--- src/sarc_params.svh ---
// timing and width constants for the sar conversion control
`ifndef SARC_PARAMS_SVH
`define SARC_PARAMS_SVH
`define SARC_RES_BITS 12
`define SARC_CLK_MHZ 200
`define SARC_CONV_MAX_MHZ 16
`define SARC_SAMPLE_KSPS 1000
`define SARC_WAKE_US 10
`define SARC_CLK_PER_SAMPLE 16
`define SARC_FIFO_DEPTH 16
`endif

--- src/sarc_pkg.sv ---
// types shared by the sar conversion control
package sarc_pkg;
    typedef enum logic [1:0] {
        SARC_WAKE = 2'b00,
        SARC_IDLE = 2'b01,
        SARC_CONV = 2'b10,
        SARC_DONE = 2'b11
    } sarc_state_t;
    typedef struct packed {
        logic single;
        logic enable;
        logic start;
    } sarc_ctrl_t;
endpackage

--- src/sarc_fifo.sv ---
// result fifo with valid/ready on both sides and registered read data
`timescale 1ns/1ps
module sarc_fifo #(
    parameter int WIDTH = 12,
    parameter int DEPTH = 16
) (
    input wire logic clk_i,
    input wire logic rst_n_i,
    input wire logic in_valid_i,
    output logic in_ready_o,
    input wire logic [WIDTH-1:0] in_data_i,
    output logic out_valid_o,
    input wire logic out_ready_i,
    output logic [WIDTH-1:0] out_data_o
);
    localparam int AW = $clog2(DEPTH);
    logic [WIDTH-1:0] mem [DEPTH];
    logic [AW-1:0] wr_ptr;
    logic [AW-1:0] rd_ptr;
    logic [AW:0] count;
    wire do_push = in_valid_i && in_ready_o;
    wire mem_has = count != '0;
    // the output register counts as one more slot in front of the array
    wire do_load = mem_has && (!out_valid_o || out_ready_i);
    wire do_drop = out_valid_o && out_ready_i && !do_load;

    always_ff @(posedge clk_i or negedge rst_n_i)
    begin
        if (!rst_n_i)
        begin
            wr_ptr <= '0;
            rd_ptr <= '0;
            count <= '0;
            in_ready_o <= 1'b0;
            out_valid_o <= 1'b0;
            out_data_o <= '0;
        end
        else
        begin
            if (do_push)
            begin
                mem[wr_ptr] <= in_data_i;
                wr_ptr <= AW'(wr_ptr + 1'b1);
            end
            if (do_load)
            begin
                out_data_o <= mem[rd_ptr];
                rd_ptr <= AW'(rd_ptr + 1'b1);
                out_valid_o <= 1'b1;
            end
            else if (do_drop)
                out_valid_o <= 1'b0;
            count <= (AW+1)'(count + do_push - do_load);
            // ready is registered, so it leaves one slot spare for safety
            in_ready_o <= (AW+1)'(count + do_push - do_load)
                < (AW+1)'(DEPTH - 1);
        end
    end
endmodule

--- src/sarc_top.sv ---
// digital conversion control of a 12-bit successive-approximation adc
// Functional notes
// a conversion starts on the software start bit or the frame-start input.
// after power up or wake, no conversion starts until 10 us have passed.
// at completion a status bit sets and done stays high until result read.
// the single select bit picks continuous or one conversion per trigger.
// the conversion clock is sixteen times sample rate, at most 16 MHz; a continuous sample here takes 13 ticks, 169 clocks.
// bits are decided by binary search from msb down to lsb.
// results are 12 bits at up to 1 Msps, single-ended or differential.
// in continuous mode the frame-start input may be left unconnected.
// the done output can serve as an interrupt or dma request.
// in continuous mode dma collects results without cpu help.
// a start request during a running conversion is ignored.
`timescale 1ns/1ps
`include "sarc_params.svh"
module sarc_top
    import sarc_pkg::*;
#(
    parameter int RES_BITS = `SARC_RES_BITS,
    parameter int WAKE_CYCLES = (`SARC_WAKE_US * `SARC_CLK_MHZ),
    parameter int FIFO_DEPTH = `SARC_FIFO_DEPTH
) (
    input wire logic clk_i,
    input wire logic rst_n_i,
    input wire sarc_ctrl_t ctrl_i,
    input wire logic diff_mode_i,
    input wire logic wake_i,
    input wire logic frame_start_i,
    input wire logic comp_i,
    output logic [RES_BITS-1:0] dac_code_o,
    output logic sample_o,
    output logic diff_o,
    output logic busy_o,
    output logic ready_o,
    output logic done_status_o,
    output logic conv_done_o,
    input wire logic read_i,
    output logic [RES_BITS-1:0] result_o,
    output logic result_valid_o
);
    // conversion clock enable, divider rounded up so the tick never runs
    // above the 16 MHz ceiling; this costs a little of the sample rate
    localparam int CONV_DIV = (`SARC_CLK_MHZ * 1000
        + `SARC_SAMPLE_KSPS * `SARC_CLK_PER_SAMPLE - 1) /
        (`SARC_SAMPLE_KSPS * `SARC_CLK_PER_SAMPLE);
    localparam int DIVW = $clog2(CONV_DIV + 1);
    localparam int WKW = $clog2(WAKE_CYCLES + 1);
    localparam int BW = $clog2(RES_BITS + 1);

    sarc_state_t state;
    sarc_state_t next_state;
    logic [DIVW-1:0] div_cnt;
    logic [WKW-1:0] wake_cnt;
    logic [BW-1:0] bit_idx;
    logic [RES_BITS-1:0] trial;
    logic [1:0] fs_sync;
    logic fs_prev;
    logic fs_pend;
    logic [1:0] wk_sync;
    logic [1:0] cmp_sync;
    logic fifo_in_ready;

    // pins are asynchronous to clk_i and get two flops each
    wire fs_lvl = fs_sync[1];
    wire fs_rise = fs_lvl && !fs_prev;
    wire conv_tick = div_cnt == DIVW'(CONV_DIV - 1);
    wire wake_over = wake_cnt == WKW'(WAKE_CYCLES);
    // continuous mode needs no frame-start, so an unconnected pin is harmless
    wire auto_go = ctrl_i.enable && !ctrl_i.single;
    wire trig_go = ctrl_i.start || fs_rise || fs_pend;
    wire go = (auto_go || trig_go) && fifo_in_ready;
    wire last_bit = bit_idx == '0;
    wire bit_keep = cmp_sync[1];
    // done stays until the reader takes the result; that is also dma request
    wire result_taken = result_valid_o && read_i;

    always_comb
    begin
        next_state = state;
        unique case (state)
            SARC_WAKE: if (wake_over) next_state = SARC_IDLE;
            SARC_IDLE: if (go && conv_tick) next_state = SARC_CONV;
            SARC_CONV: if (conv_tick && last_bit) next_state = SARC_DONE;
            SARC_DONE: next_state = SARC_IDLE;
        endcase
        if (wk_sync[1])
            next_state = SARC_WAKE;
    end

    always_ff @(posedge clk_i or negedge rst_n_i)
    begin
        if (!rst_n_i)
        begin
            fs_sync <= '0;
            fs_prev <= 1'b0;
            fs_pend <= 1'b0;
            wk_sync <= '0;
            cmp_sync <= '0;
        end
        else
        begin
            fs_sync <= {fs_sync[0], frame_start_i};
            fs_prev <= fs_lvl;
            wk_sync <= {wk_sync[0], wake_i};
            cmp_sync <= {cmp_sync[0], comp_i};
            // a one-cycle edge would mostly miss the tick, so it waits here
            if (state == SARC_IDLE && next_state == SARC_CONV)
                fs_pend <= 1'b0;
            else if (fs_rise && state == SARC_IDLE)
                fs_pend <= 1'b1;
        end
    end

    always_ff @(posedge clk_i or negedge rst_n_i)
    begin
        if (!rst_n_i)
        begin
            state <= SARC_WAKE;
            div_cnt <= '0;
            wake_cnt <= '0;
        end
        else
        begin
            state <= next_state;
            div_cnt <= conv_tick ? '0 : DIVW'(div_cnt + 1'b1);
            // the wait only counts once the sleep request has gone
            if (next_state != SARC_WAKE || state != SARC_WAKE || wk_sync[1])
                wake_cnt <= '0;
            else if (!wake_over)
                wake_cnt <= WKW'(wake_cnt + 1'b1);
        end
    end

    // successive approximation; start is only looked at in idle
    always_ff @(posedge clk_i or negedge rst_n_i)
    begin
        if (!rst_n_i)
        begin
            bit_idx <= '0;
            trial <= '0;
            dac_code_o <= '0;
            sample_o <= 1'b0;
            diff_o <= 1'b0;
        end
        else if (state == SARC_IDLE && next_state == SARC_CONV)
        begin
            bit_idx <= BW'(RES_BITS - 1);
            trial <= '0;
            dac_code_o <= {1'b1, {(RES_BITS-1){1'b0}}};
            sample_o <= 1'b1;
            diff_o <= diff_mode_i;
        end
        else if (state == SARC_CONV && conv_tick)
        begin
            sample_o <= 1'b0;
            // comparator high keeps the trial bit, then try the next one
            trial[bit_idx] <= bit_keep;
            if (!last_bit)
            begin
                bit_idx <= BW'(bit_idx - 1'b1);
                dac_code_o[bit_idx] <= bit_keep;
                dac_code_o[bit_idx - 1'b1] <= 1'b1;
            end
            else
                dac_code_o[bit_idx] <= bit_keep;
        end
    end

    always_ff @(posedge clk_i or negedge rst_n_i)
    begin
        if (!rst_n_i)
        begin
            busy_o <= 1'b0;
            ready_o <= 1'b0;
            done_status_o <= 1'b0;
            conv_done_o <= 1'b0;
        end
        else
        begin
            busy_o <= next_state == SARC_CONV;
            ready_o <= next_state == SARC_IDLE;
            // set beats clear; the flag drops once the queue has run dry
            if (state == SARC_DONE)
                done_status_o <= 1'b1;
            else if (!conv_done_o && !result_valid_o)
                done_status_o <= 1'b0;
            // held through the fifo's load latency, so no gap before a read
            conv_done_o <= state == SARC_DONE
                || (conv_done_o || result_valid_o) && !result_taken;
        end
    end

    // results queue so dma can drain a continuous stream unattended
    sarc_fifo #(
        .WIDTH(RES_BITS),
        .DEPTH(FIFO_DEPTH)
    ) u_fifo (
        .clk_i(clk_i),
        .rst_n_i(rst_n_i),
        .in_valid_i(state == SARC_DONE),
        .in_ready_o(fifo_in_ready),
        .in_data_i(trial),
        .out_valid_o(result_valid_o),
        .out_ready_i(read_i),
        .out_data_o(result_o)
    );

    wake_hold_a: assert property (@(posedge clk_i) disable iff (!rst_n_i)
        $rose(state == SARC_WAKE) |-> (state == SARC_WAKE) [*8])
        else $error("wake wait cut short");
    no_restart_a: assert property (@(posedge clk_i) disable iff (!rst_n_i)
        state == SARC_CONV && !(conv_tick && last_bit) && !wk_sync[1]
        |=> state == SARC_CONV)
        else $error("conversion disturbed");
    done_flag_a: assert property (@(posedge clk_i) disable iff (!rst_n_i)
        state == SARC_DONE |=> done_status_o && conv_done_o)
        else $error("completion not flagged");
    done_hold_a: assert property (@(posedge clk_i) disable iff (!rst_n_i)
        conv_done_o && !result_taken |=> conv_done_o)
        else $error("done dropped before read");
    msb_first_a: assert property (@(posedge clk_i) disable iff (!rst_n_i)
        state == SARC_IDLE && next_state == SARC_CONV
        |=> bit_idx == BW'(RES_BITS - 1))
        else $error("search not msb first");
    tick_rate_a: assert property (@(posedge clk_i) disable iff (!rst_n_i)
        conv_tick |=> !conv_tick [*8] ##1 !conv_tick [*4])
        else $error("conversion clock too fast");
    single_wait_a: assert property (@(posedge clk_i) disable iff (!rst_n_i)
        state == SARC_IDLE && ctrl_i.single && !ctrl_i.start && !fs_rise
        && !fs_pend |=> state != SARC_CONV)
        else $error("single mode ran untriggered");
    busy_out_a: assert property (@(posedge clk_i) disable iff (!rst_n_i)
        busy_o == (state == SARC_CONV))
        else $error("busy mismatch");
endmodule

--- config.mk ---
export PLATFORM = sky130hd
export DESIGN_NAME = sarc_top
export DESIGN_NICKNAME = d
export VERILOG_FILES = /design/src/sarc_pkg.sv /design/src/sarc_fifo.sv /design/src/sarc_top.sv
export VERILOG_INCLUDE_DIRS = /design/src
export SDC_FILE = /design/constraint.sdc
export NUM_CORES = 1
export LEC_CHECK = 0
export BUFFER_PORTS_ARGS = -buffer_cell sky130_fd_sc_hd__buf_4
export CORE_MARGIN = 1
export CORE_UTILIZATION = 45
export CTS_BUF_LIST = sky130_fd_sc_hd__clkbuf_4 sky130_fd_sc_hd__clkbuf_8
export CTS_CLUSTER_DIAMETER = 150
export DETAILED_ROUTE_END_ITERATION = 8
export HOLD_SLACK_MARGIN = 0.05
export PLACE_DENSITY = 0.64
export SLEW_MARGIN = 5
export SYNTH_ARGS = -nofsm -noshare
export SYNTH_HDL_FRONTEND = slang
export SYNTH_HIERARCHICAL = 1
export SYNTH_SLANG_ARGS = --single-unit
--- constraint.sdc ---
create_clock -name clk_i -period 3.15 [get_ports clk_i]
set_clock_uncertainty 0.1 [all_clocks]
set_input_delay 0.63 -clock clk_i [delete_from_list [all_inputs] [get_ports clk_i]]
set_output_delay 0.63 -clock clk_i [all_outputs]
set_load 0.02 [all_outputs]
# ---- Word level (Yosys, flattened, before mapping)
# Memory sizes are Yosys's and may differ from the RTL's. A register that Yosys moved wholly into a read port is not among the register bits.
# Cells that the tools add are included.
dict set report totals {
  inputBits 10
  ramBits 192
  regBits 74
  mem_count 1
  romBits 0
  elab_cells 119
  latchBits 0
}
dict set report classes {
  addsub 7
  n_eq_ne 9
  n_mul 0
  order_cmp 5
  n_mux 32
  shift 0
  reduce_logical 42
  div 0
  bitwise_logic 1
}
# name words width read_ports rd_clocked_by_memory_dff write_ports line
set mem_list {}
lappend mem_list {u_fifo.mem 16 12 1 1 1 sarc_fifo.sv:17} ;# logic [WIDTH-1:0] mem [DEPTH];
# op n
set op_table {}
lappend op_table {{$mux W12} 5}
lappend op_table {{$bwmux W12} 2}
lappend op_table {{$mux W11} 2}
lappend op_table {{$logic_and A1 B1 Y1} 17}
lappend op_table {{$mux W4} 4}
lappend op_table {{$add A4 B1 Y4 const B} 3}
lappend op_table {{$mux W1} 12}
lappend op_table {{$or A12 B12 Y12} 1}
lappend op_table {{$reduce_bool A2 Y1} 6}
lappend op_table {{$add A11 B1 Y11 const B} 1}
lappend op_table {{$eq A11 B11 Y1 const B} 1}
lappend op_table {{$lt A4 B5 Y1 const B} 2}
lappend op_table {{$demux W1 S4} 2}
lappend op_table {{$ge A4 B1 Y1 const B} 2}
lappend op_table {{$logic_or A1 B1 Y1} 8}
lappend op_table {{$mux W2} 4}
lappend op_table {{$pmux W2 S4} 1}
lappend op_table {{$logic_not A1 Y1} 7}
lappend op_table {{$eq A2 B2 Y1 const B} 3}
lappend op_table {{$add A5 B1 Y5} 1}
lappend op_table {{$lt A5 B4 Y1 const B} 1}
lappend op_table {{$reduce_bool A5 Y1} 1}
lappend op_table {{$sub A5 B1 Y5} 1}
lappend op_table {{$eq A2 B1 Y1 const B} 2}
lappend op_table {{other kinds (6)} 7}

# ---- Longest topological paths before layout
# Gate-level depths: netlist of run 1.
dict set report logic_depth {
  word_depth 14
  mapped_depth 14
  mapped_depth_nobuf 13
}

# ---- Hierarchy
# Netlist of run 1, hierarchy kept.
# module cells_per_inst instances area_each_um2
set by_module_without_submodules {}
lappend by_module_without_submodules {sarc_fifo 411 1 8645.8}
lappend by_module_without_submodules {sarc_top 275 1 2844.0}

# ---- Worst setup path after synthesis of run 1
# OpenSTA, ideal clock, no wires.
dict set report synth_timing {
  kind {flip-flop to flip-flop}
  from {reg u_fifo.count[3]}
  to {reg u_fifo.in_ready_o}
  required_ps 2911
  setup_ps 139
  arrival_time_ps 2575
  stages_incl_launch_ff 15
  path_slack_ps 336
  cell_sequence {dfrtp_1 -> inv_1 -> ha_1 -> nor4b_2 -> or2_2 -> buf_6 -> inv_1 -> ha_1 -> inv_1 -> ha_1 -> fa_1 -> a21oi_1 -> o21bai_1 -> xnor2_1 -> a41oi_1}
}
dict set report synth_via {
  elab_chain_len 4
  elab_cells_between_ends 5
  classes_between {add/sub: 2; order compare: 1; reduce/logical: 2}
}
# item line
set synth_lines {}
lappend synth_lines {{start, declared} sarc_fifo.sv:20} ;# logic [AW:0] count;
lappend synth_lines {{start signal, assigned} sarc_fifo.sv:53} ;# count <= (AW+1)'(count + do_push - do_load);
lappend synth_lines {{$reduce_bool A5 Y1} sarc_fifo.sv:22} ;# wire mem_has = count != '0;
lappend synth_lines {{$logic_and A1 B1 Y1} sarc_fifo.sv:24} ;# wire do_load = mem_has && (!out_valid_o || out_ready_i);
lappend synth_lines {{named net u_fifo.do_load} sarc_fifo.sv:24}
lappend synth_lines {{$sub A5 B1 Y5} sarc_fifo.sv:55} ;# in_ready_o <= (AW+1)'(count + do_push - do_load)
lappend synth_lines {{$lt A5 B4 Y1} sarc_fifo.sv:56} ;# < (AW+1)'(DEPTH - 1);
lappend synth_lines {{end signal, assigned} sarc_fifo.sv:55}
lappend synth_lines {{end, declared} sarc_fifo.sv:10} ;# output logic in_ready_o,
# The timed path passes the listed nets, and every way through them passes these cells.
# A chain may end at the register's enable or synchronous reset.

# ---- Worst setup path after layout of run 1
# Ends and elaborated chain as after synthesis.

==> results of run 1 <==
==> power by group <==
group / internal, mW / switching [mW] / total [mW]
logic: 1.01 / 1.04 / 2.06
clock network: 1.68 / 1.28 / 2.97
registers: 4.11 / 0.258 / 4.37
==> worst register-to-register path, stage by stage (launching register included) <==
cell                       delay, ps
sky130_fd_sc_hd__dfrtp_1         380
sky130_fd_sc_hd__inv_1           100
sky130_fd_sc_hd__ha_1            150
sky130_fd_sc_hd__nor4b_2         210
sky130_fd_sc_hd__or2_2           160
sky130_fd_sc_hd__inv_1            70
sky130_fd_sc_hd__ha_1            280
sky130_fd_sc_hd__inv_1            40
sky130_fd_sc_hd__ha_1            200
sky130_fd_sc_hd__fa_1            420
sky130_fd_sc_hd__a21oi_1         150
sky130_fd_sc_hd__o21bai_1         90
sky130_fd_sc_hd__xnor2_1         150
sky130_fd_sc_hd__a41oi_1         190
==> per-stage QoR <==
step / worst slack, ps / util
after floorplan: 336 / -
after global placement: 349 / 0.488
after detailed placement: 232 / 0.488
after CTS: 338 / 0.523
after global routing: 177 / 0.523
final: 363 / 0.523
==> state kept, by name, summed over array words and instances (netlist names), 5 cells and up <==
signal	cells
dac_code_o	12
trial	12
u_fifo/count	5
u_fifo/mem	192
u_fifo/out_data_o	12
wake_cnt	11
==> routing by layer <==
layer / vias to the layer above / GRT usage
met3: 36 / 0.0335
met5: - / 0
li1: 2835 / -
met4: 0 / 0.0545
met2: 165 / 0.324
met1: 3191 / 0.251
==> final cells by class <==
type                       count  area (um2)  area share
tap                          330         413      0.0315
clock inverter                 9        62.6     0.00477
timing repair buffer          74         571      0.0435
inverter                      23        86.3     0.00658
clock buffer                  67         797      0.0607
sequential                   278        7920       0.603
multi-input combinational    356        3280       0.250
==> how the worst max path moves through the flow <==
stage | startpoint | to | slack [ps] | cells after the start
floorplan | u_fifo/count[3]$_DFF_PN0_ | u_fifo/in_ready_o$_DFF_PN0_ | 340 | 14
global placement | read_i | u_fifo/in_ready_o$_DFF_PN0_ | 350 | 12
detailed placement | read_i | u_fifo/in_ready_o$_DFF_PN0_ | 230 | 12
CTS | u_fifo/count[3]$_DFF_PN0_ | u_fifo/in_ready_o$_DFF_PN0_ | 340 | 13
global route | u_fifo/count[3]$_DFF_PN0_ | u_fifo/in_ready_o$_DFF_PN0_ | 180 | 13
finish | u_fifo/count[3]$_DFF_PN0_ | u_fifo/in_ready_o$_DFF_PN0_ | 360 | 13
==> cells by family (layout without fill, tap and decap cells) <==
family / Yosys count / count (layout) / synth area share
compound gates: 67 / 67 / 0.0401
xor+xnor: 20 / 20 / 0.0152
fa+ha+maj: 24 / 24 / 0.0268
buf+inv: 52 / 173 / 0.0262
flops: 278 / 278 / 0.689
mux: 83 / 83 / 0.129
simple gates: 162 / 162 / 0.0731
==> cell usage in the layout, fill, tap and decap left out, types with 4 or more instances in the layout <==
master / synthesis / layout
sky130_fd_sc_hd__nand3_1: 15 / 15
sky130_fd_sc_hd__nor2b_1: 5 / 5
sky130_fd_sc_hd__edfxtp_1: 192 / 192
sky130_fd_sc_hd__nand4_1: 9 / 9
sky130_fd_sc_hd__a22oi_1: 12 / 12
sky130_fd_sc_hd__clkinv_1: 0 / 6
sky130_fd_sc_hd__o21ai_0: 11 / 11
sky130_fd_sc_hd__xnor2_1: 15 / 15
sky130_fd_sc_hd__mux4_2: 34 / 34
sky130_fd_sc_hd__inv_1: 23 / 23
sky130_fd_sc_hd__mux4_1: 14 / 14
sky130_fd_sc_hd__ha_1: 23 / 23
sky130_fd_sc_hd__buf_4: 4 / 72
sky130_fd_sc_hd__nor3_1: 11 / 11
sky130_fd_sc_hd__mux2i_1: 32 / 32
sky130_fd_sc_hd__or2_2: 4 / 4
sky130_fd_sc_hd__nor2_1: 46 / 46
sky130_fd_sc_hd__o311ai_1: 11 / 11
sky130_fd_sc_hd__a21oi_1: 13 / 13
sky130_fd_sc_hd__o22ai_1: 6 / 6
sky130_fd_sc_hd__dfrtp_1: 86 / 85
sky130_fd_sc_hd__clkbuf_8: 0 / 47
sky130_fd_sc_hd__xor2_1: 5 / 5
sky130_fd_sc_hd__clkbuf_4: 2 / 20
sky130_fd_sc_hd__nand2_1: 41 / 41
sky130_fd_sc_hd__nand2b_1: 5 / 5
==> timing repair <==
item	CTS	global route
setup endpoints to repair	0	0
hold buffers	1	0
endpoints found under the hold margin	5	0
==> summary.md, run 1 <==
| Metric | Value |
|---|---|
| Worst hold margin | `105 ps` |
| Clock tree from TritonCTS | `yes` |
| Fmax | `359 MHz` |
| Layout net count | `812` |
| Post-layout instance area | `0.0131 mm2` |
| Average footprint of a synthesized cell | `16.7 um2` |
| Worst endpoint data arrival time | `3130 ps` |
| Register-to-Register Path Depth | `13` |
| Count of flip-flops with a built-in enable after synthesis | `192` |
| Initial cell density of the core | `0.458` |
| Type of the tightest min-delay check | `in -> reg` |
| First-pass DRT Iterations | `4` |
| Period utilisation layout | `0.885` |
| Average detailed-routed wire length per instance | `20.6 um` |
| Largest net degree at the start of global routing | `62` |
| Clock transition at the registers of the reported paths | `60 ps` |
| Total negative setup slack | `0 ps` |
| Transition time at the pin with the least slew margin | `1020 ps` |
| Max-slew violation count | `0` |
| Sequential fraction of the synthesis area | `0.689` |
| Global route total overflow | `0` |
| Final critical path time including I/O delays and setup | `2790 ps` |
| Number of design-rule violations left by the first detailed-router iteration | `348` |
| Sum of routed wire length over all layers | `23400 um` |
| Resized Gates After CTS | `0` |
| Leakage power of the design | `4.94 nW` |
| Synthesis-stage register bit count | `278` |
| Sinks on the clock net | `278` |
| Area leader, netlist | `sky130_fd_sc_hd__edfxtp_1` |
| Hold Crit Endpoint | `wk_sync[0]$_DFF_PN0_` |
| Most repeated cell in the gate-level netlist after synthesis | `sky130_fd_sc_hd__edfxtp_1` |
| Cell area reported after detailed placement | `0.0123 mm2` |
| Critical path required time | `3490 ps` |
| Final count of hold timing violations | `0` |
| Met3 wire len | `1110 um` |
| Root buf cell | `sky130_fd_sc_hd__clkbuf_8` |
| Post-route DRC violation count | `0` |
| Syn-to-layout area delta | `14.2%` |
| IO Count | `41` |
| Total design power | `9.40 mW` |
| Placeable core area | `0.0251 mm2` |
| Port buffer count | `40` |
| Startpoint Class | `register` |
| Routed length on met2 | `11700 um` |
| Number of placed cells counting well taps | `1060` |
| Count of placed standard cells in the final layout, fillers left out | `1137` |
| Remaining number of nets flagged by the antenna check after routing | `0` |
| Crit Reg-Reg Startpoint | `u_fifo/count[3]$_DFF_PN0_` |
| Worst Path Buf+Inv | `3` |
| Post-synthesis net count | `720` |
| Areal power density over the cells | `716 mW/mm2` |
| Delay of the slowest critical-path stage | `420 ps` |
| Number of warnings reported in the yosys synthesis log | `6` |
| Die Width | `162 um` |
| Post-CTS Setup Bufs | `0` |
| GR Util All Layers | `0.190` |
| Hold path depth | `1` |
| TritonCTS buffer count | `45` |
| Detailed-routing wirelength on met1 | `10100 um` |
| Worst IR Drop VDD | `0.319 mV` |
| FF-to-FF setup slack | `360 ps` |
| Syn Std Cell Area | `0.0115 mm2` |
| Setup violations, final | `0` |
| Top cells by instance count after synthesis | `192 x sky130_fd_sc_hd__edfxtp_1, 86 x sky130_fd_sc_hd__dfrtp_1, 46 x sky130_fd_sc_hd__nor2_1` |
| Post-synthesis async set-or-reset flop share | `0.309` |
| Number of cell rows | `58` |
| Cell family with most CP delay | `adder cells` |
| Wire length of the first global-routing pass | `37700 um` |
| Tightest slew margin relative to the limit | `0.319` |
| Commonest register cell after synthesis | `sky130_fd_sc_hd__edfxtp_1` |
| Number of instances in the synthesized netlist | `686` |
| Placed wire-length estimate | `15400 um` |
| Area share of the largest cell type after synthesis | `0.502` |
| Distinct cell type count after synthesis | `61` |
| Routability congestion estimate from global placement | `0.820` |
| Slowest-stage cell, CP | `sky130_fd_sc_hd__fa_1` |
| Clock tree buffer depth | `3` |
| Hold Crit Start | `wake_i` |
| Worst setup EP type | `register` |
| Count of H-tree levels built during CTS | `2` |
| Fraction of layout instances using a drive strength above 1 | `0.243` |
| Fill cell total of the finished layout | `2087` |
| Max-cap violations | `0` |
| FF-to-FF End | `u_fifo/in_ready_o$_DFF_PN0_` |
| Skew-Pair Late Insertion Delay | `530 ps` |
| Critical setup path kind | `reg -> reg` |
| Outcome | `completed` |
| Unrepaired setup endpoints after global routing | `false` |
| Die Y-Extent | `162 um` |
| Largest cells by area after synthesis | `sky130_fd_sc_hd__edfxtp_1 50%, sky130_fd_sc_hd__dfrtp_1 19%, sky130_fd_sc_hd__mux4_2 6.7%, sky130_fd_sc_hd__mux4_1 3.2%, sky130_fd_sc_hd__mux2i_1 2.8%` |
| DR vias/cell | `5.48` |
| Vias in the first global route | `6600` |
| Worst-path fanout max | `4` |
| CP cell instances | `inv_1 -> ha_1 -> nor4b_2 -> or2_2 -> inv_1 -> ha_1 -> inv_1 -> ha_1 -> fa_1 -> a21oi_1 -> o21bai_1 -> xnor2_1 -> a41oi_1` |
| Number of antenna repair diodes | `0` |
| Initial antenna violation count | `0` |
| Total via count in the routed design | `6227` |
| DIE AREA | `0.0262 mm2` |
| Highest metal layer with signal wires | `met4` |
(Power assumes the default switching activity.)
==> run 2, diff against run 1 <==
--- a/config.mk
+++ b/config.mk
@@ -13,7 +13,7 @@
 export CTS_CLUSTER_DIAMETER = 150
 export DETAILED_ROUTE_END_ITERATION = 8
 export HOLD_SLACK_MARGIN = 0.05
-export PLACE_DENSITY = 0.64
+export PLACE_DENSITY = 0.66
 export SLEW_MARGIN = 5
 export SYNTH_ARGS = -nofsm -noshare
 export SYNTH_HDL_FRONTEND = slang
==> run 2 against run 1 <==
First-iteration DRC count increased by 48%. Sequential power about the same. Sequential cell count unchanged. Routed wire length decreased by 0.71%. Largest power group unchanged.
==> summary.md, run 2 (synthesized netlist as in run 1, its figures left out) <==
| Metric | Value |
|---|---|
| TritonCTS buffer count | `45` |
| Wire length of the first global-routing pass | `36200 um` |
| Skew-Pair Late Insertion Delay | `550 ps` |
| Worst endpoint data arrival time | `3050 ps` |
| Hold Crit Endpoint | `fs_sync[0]$_DFF_PN0_` |
| Post-CTS Setup Bufs | `0` |
| DIE AREA | `0.0262 mm2` |
| Placeable core area | `0.0251 mm2` |
| Die Y-Extent | `162 um` |
| Fraction of layout instances using a drive strength above 1 | `0.244` |
| Type of the tightest min-delay check | `in -> reg` |
| Syn-to-layout area delta | `14.3%` |
| Initial cell density of the core | `0.458` |
| Outcome | `completed` |
| Slowest-stage cell, CP | `sky130_fd_sc_hd__fa_1` |
| Crit Reg-Reg Startpoint | `u_fifo/count[3]$_DFF_PN0_` |
| Layout net count | `811` |
| Remaining number of nets flagged by the antenna check after routing | `0` |
| Tightest slew margin relative to the limit | `0.392` |
| Commonest cells after routing, fill and taps aside | `192 x sky130_fd_sc_hd__edfxtp_1, 85 x sky130_fd_sc_hd__dfrtp_1, 71 x sky130_fd_sc_hd__buf_4` |
| Number of cell rows | `58` |
| Port buffer count | `40` |
| CP cell instances | `inv_1 -> ha_1 -> nor4b_2 -> or2_2 -> inv_1 -> ha_1 -> inv_1 -> ha_1 -> fa_1 -> a21oi_1 -> o21bai_1 -> xnor2_1 -> a41oi_1` |
| Max-slew violation count | `0` |
| Util after Layout | `0.523` |
| FF-to-FF End | `u_fifo/in_ready_o$_DFF_PN0_` |
| Delay of the slowest critical-path stage | `420 ps` |
| Hold path depth | `1` |
| Total negative setup slack | `0 ps` |
| Areal power density over the cells | `717 mW/mm2` |
| Placed wire-length estimate | `15100 um` |
| Largest register FFs | `192` |
| Die Width | `162 um` |
| First-pass DRT Iterations | `5` |
| Max-cap violations | `0` |
| Total design power | `9.41 mW` |
| Number of design-rule violations left by the first detailed-router iteration | `516` |
| Post-route DRC violation count | `0` |
| Final count of hold timing violations | `0` |
| Root buf cell | `sky130_fd_sc_hd__clkbuf_8` |
| Period utilisation layout | `0.871` |
| Startpoint Class | `register` |
| Clock tree buffer depth | `3` |
| Total via count in the routed design | `6316` |
| Register-to-Register Path Depth | `13` |
| Fmax | `365 MHz` |
| FF-to-FF setup slack | `410 ps` |
| Clock transition at the registers of the reported paths | `60 ps` |
| Largest net degree at the start of global routing | `74` |
| Critical path required time | `3450 ps` |
| GR Util All Layers | `0.183` |
| Sum of routed wire length over all layers | `23200 um` |
| Transition time at the pin with the least slew margin | `912 ps` |
| Routability congestion estimate from global placement | `0.833` |
| Global route total overflow | `0` |
| Critical setup path kind | `reg -> reg` |
| DR vias/cell | `5.54` |
| Unrepaired setup endpoints after global routing | `false` |
| Count of H-tree levels built during CTS | `2` |
| Setup violations, final | `0` |
| Initial antenna violation count | `0` |
| Hold Crit Start | `frame_start_i` |
| Commonest non-fill, non-tap cell in the layout | `sky130_fd_sc_hd__edfxtp_1` |
| Worst-path fanout max | `4` |
| Leakage power of the design | `4.94 nW` |
| Cell area reported after detailed placement | `0.0123 mm2` |
| Clock tree from TritonCTS | `yes` |
| Average detailed-routed wire length per instance | `20.3 um` |
| IO Count | `41` |
| Worst IR Drop VDD | `0.933 mV` |
| Post-layout instance area | `0.0131 mm2` |
| Final critical path time including I/O delays and setup | `2740 ps` |
| Vias in the first global route | `6563` |
| Worst setup EP type | `register` |
| Top reg by flops | `u_fifo/mem` |
| Sinks on the clock net | `278` |
| Number of antenna repair diodes | `0` |
run 2: cell types whose count changed in the layout (fill, tap and decap cells not counted), sizes merged:
cell	previous run	this run
buf	73	72
bufinv	1	0
clkinv	8	13
inv	23	24
run 2: how the worst max path moves through the flow:
stage                              startpoint  slack [ps]                          end  cells after the start
floorplan           u_fifo/count[3]$_DFF_PN0_         340  u_fifo/in_ready_o$_DFF_PN0_                     14
global placement                       read_i         330  u_fifo/in_ready_o$_DFF_PN0_                     12
detailed placement                     read_i         180  u_fifo/in_ready_o$_DFF_PN0_                     12
CTS                 u_fifo/count[3]$_DFF_PN0_         370  u_fifo/in_ready_o$_DFF_PN0_                     13
global route        u_fifo/count[3]$_DFF_PN0_         200  u_fifo/in_ready_o$_DFF_PN0_                     13
finish              u_fifo/count[3]$_DFF_PN0_         410  u_fifo/in_ready_o$_DFF_PN0_                     13
run 2: layer usage:
layer | track usage | up-vias | share of wire
met2 | 0.307 | 182 | 0.50
met4 | 0.0579 | 0 | 0.016
li1 | - | 2851 | -
met1 | 0.240 | 3250 | 0.43
met3 | 0.0355 | 33 | 0.050
met5 | 0 | - | 0
run 2: what timing repair did:
item / CTS / global route
hold buffers: 1 / 0
resized for setup: 0 / 0
hold endpoints to repair: 13 / 0
run 2: worst max-delay path, delay by kind of cell, from the launching register on:
kind,cells,cell delay (ps)
adder cells (fa/ha/maj),4,1020
flip-flops,1,390
AND/OR/NAND/NOR,2,360
AO/OA/AOI/OAI,3,320
XOR/XNOR,1,210
buffers and inverters,3,190
run 2: report_power, final:
part	internal [mW]	switching [mW]	leakage [nW]
clock network	1.63	1.33	0.469
logic	1.03	1.03	1.63
registers	4.11	0.281	2.84
total	6.77	2.64	4.94
run 2: cell type report:
type	instances	area, um2
sequential	278	7920
tap	330	413
inverter	23	86.3
clock inverter	14	63.8
multi-input combinational	356	3290
timing repair buffer	73	563
clock buffer	67	803
fill	2061	12000
run 2: stage by stage:
step           instances  hold WS, ps  setup WS (ps)
6_report            1141         98.2            407
5_1_grt             1141         65.8            200
4_1_cts             1141         59.4            370
3_5_place_dp        1059          237            184
3_3_place_gp        1059          233            334
2_1_floorplan        686          231            336
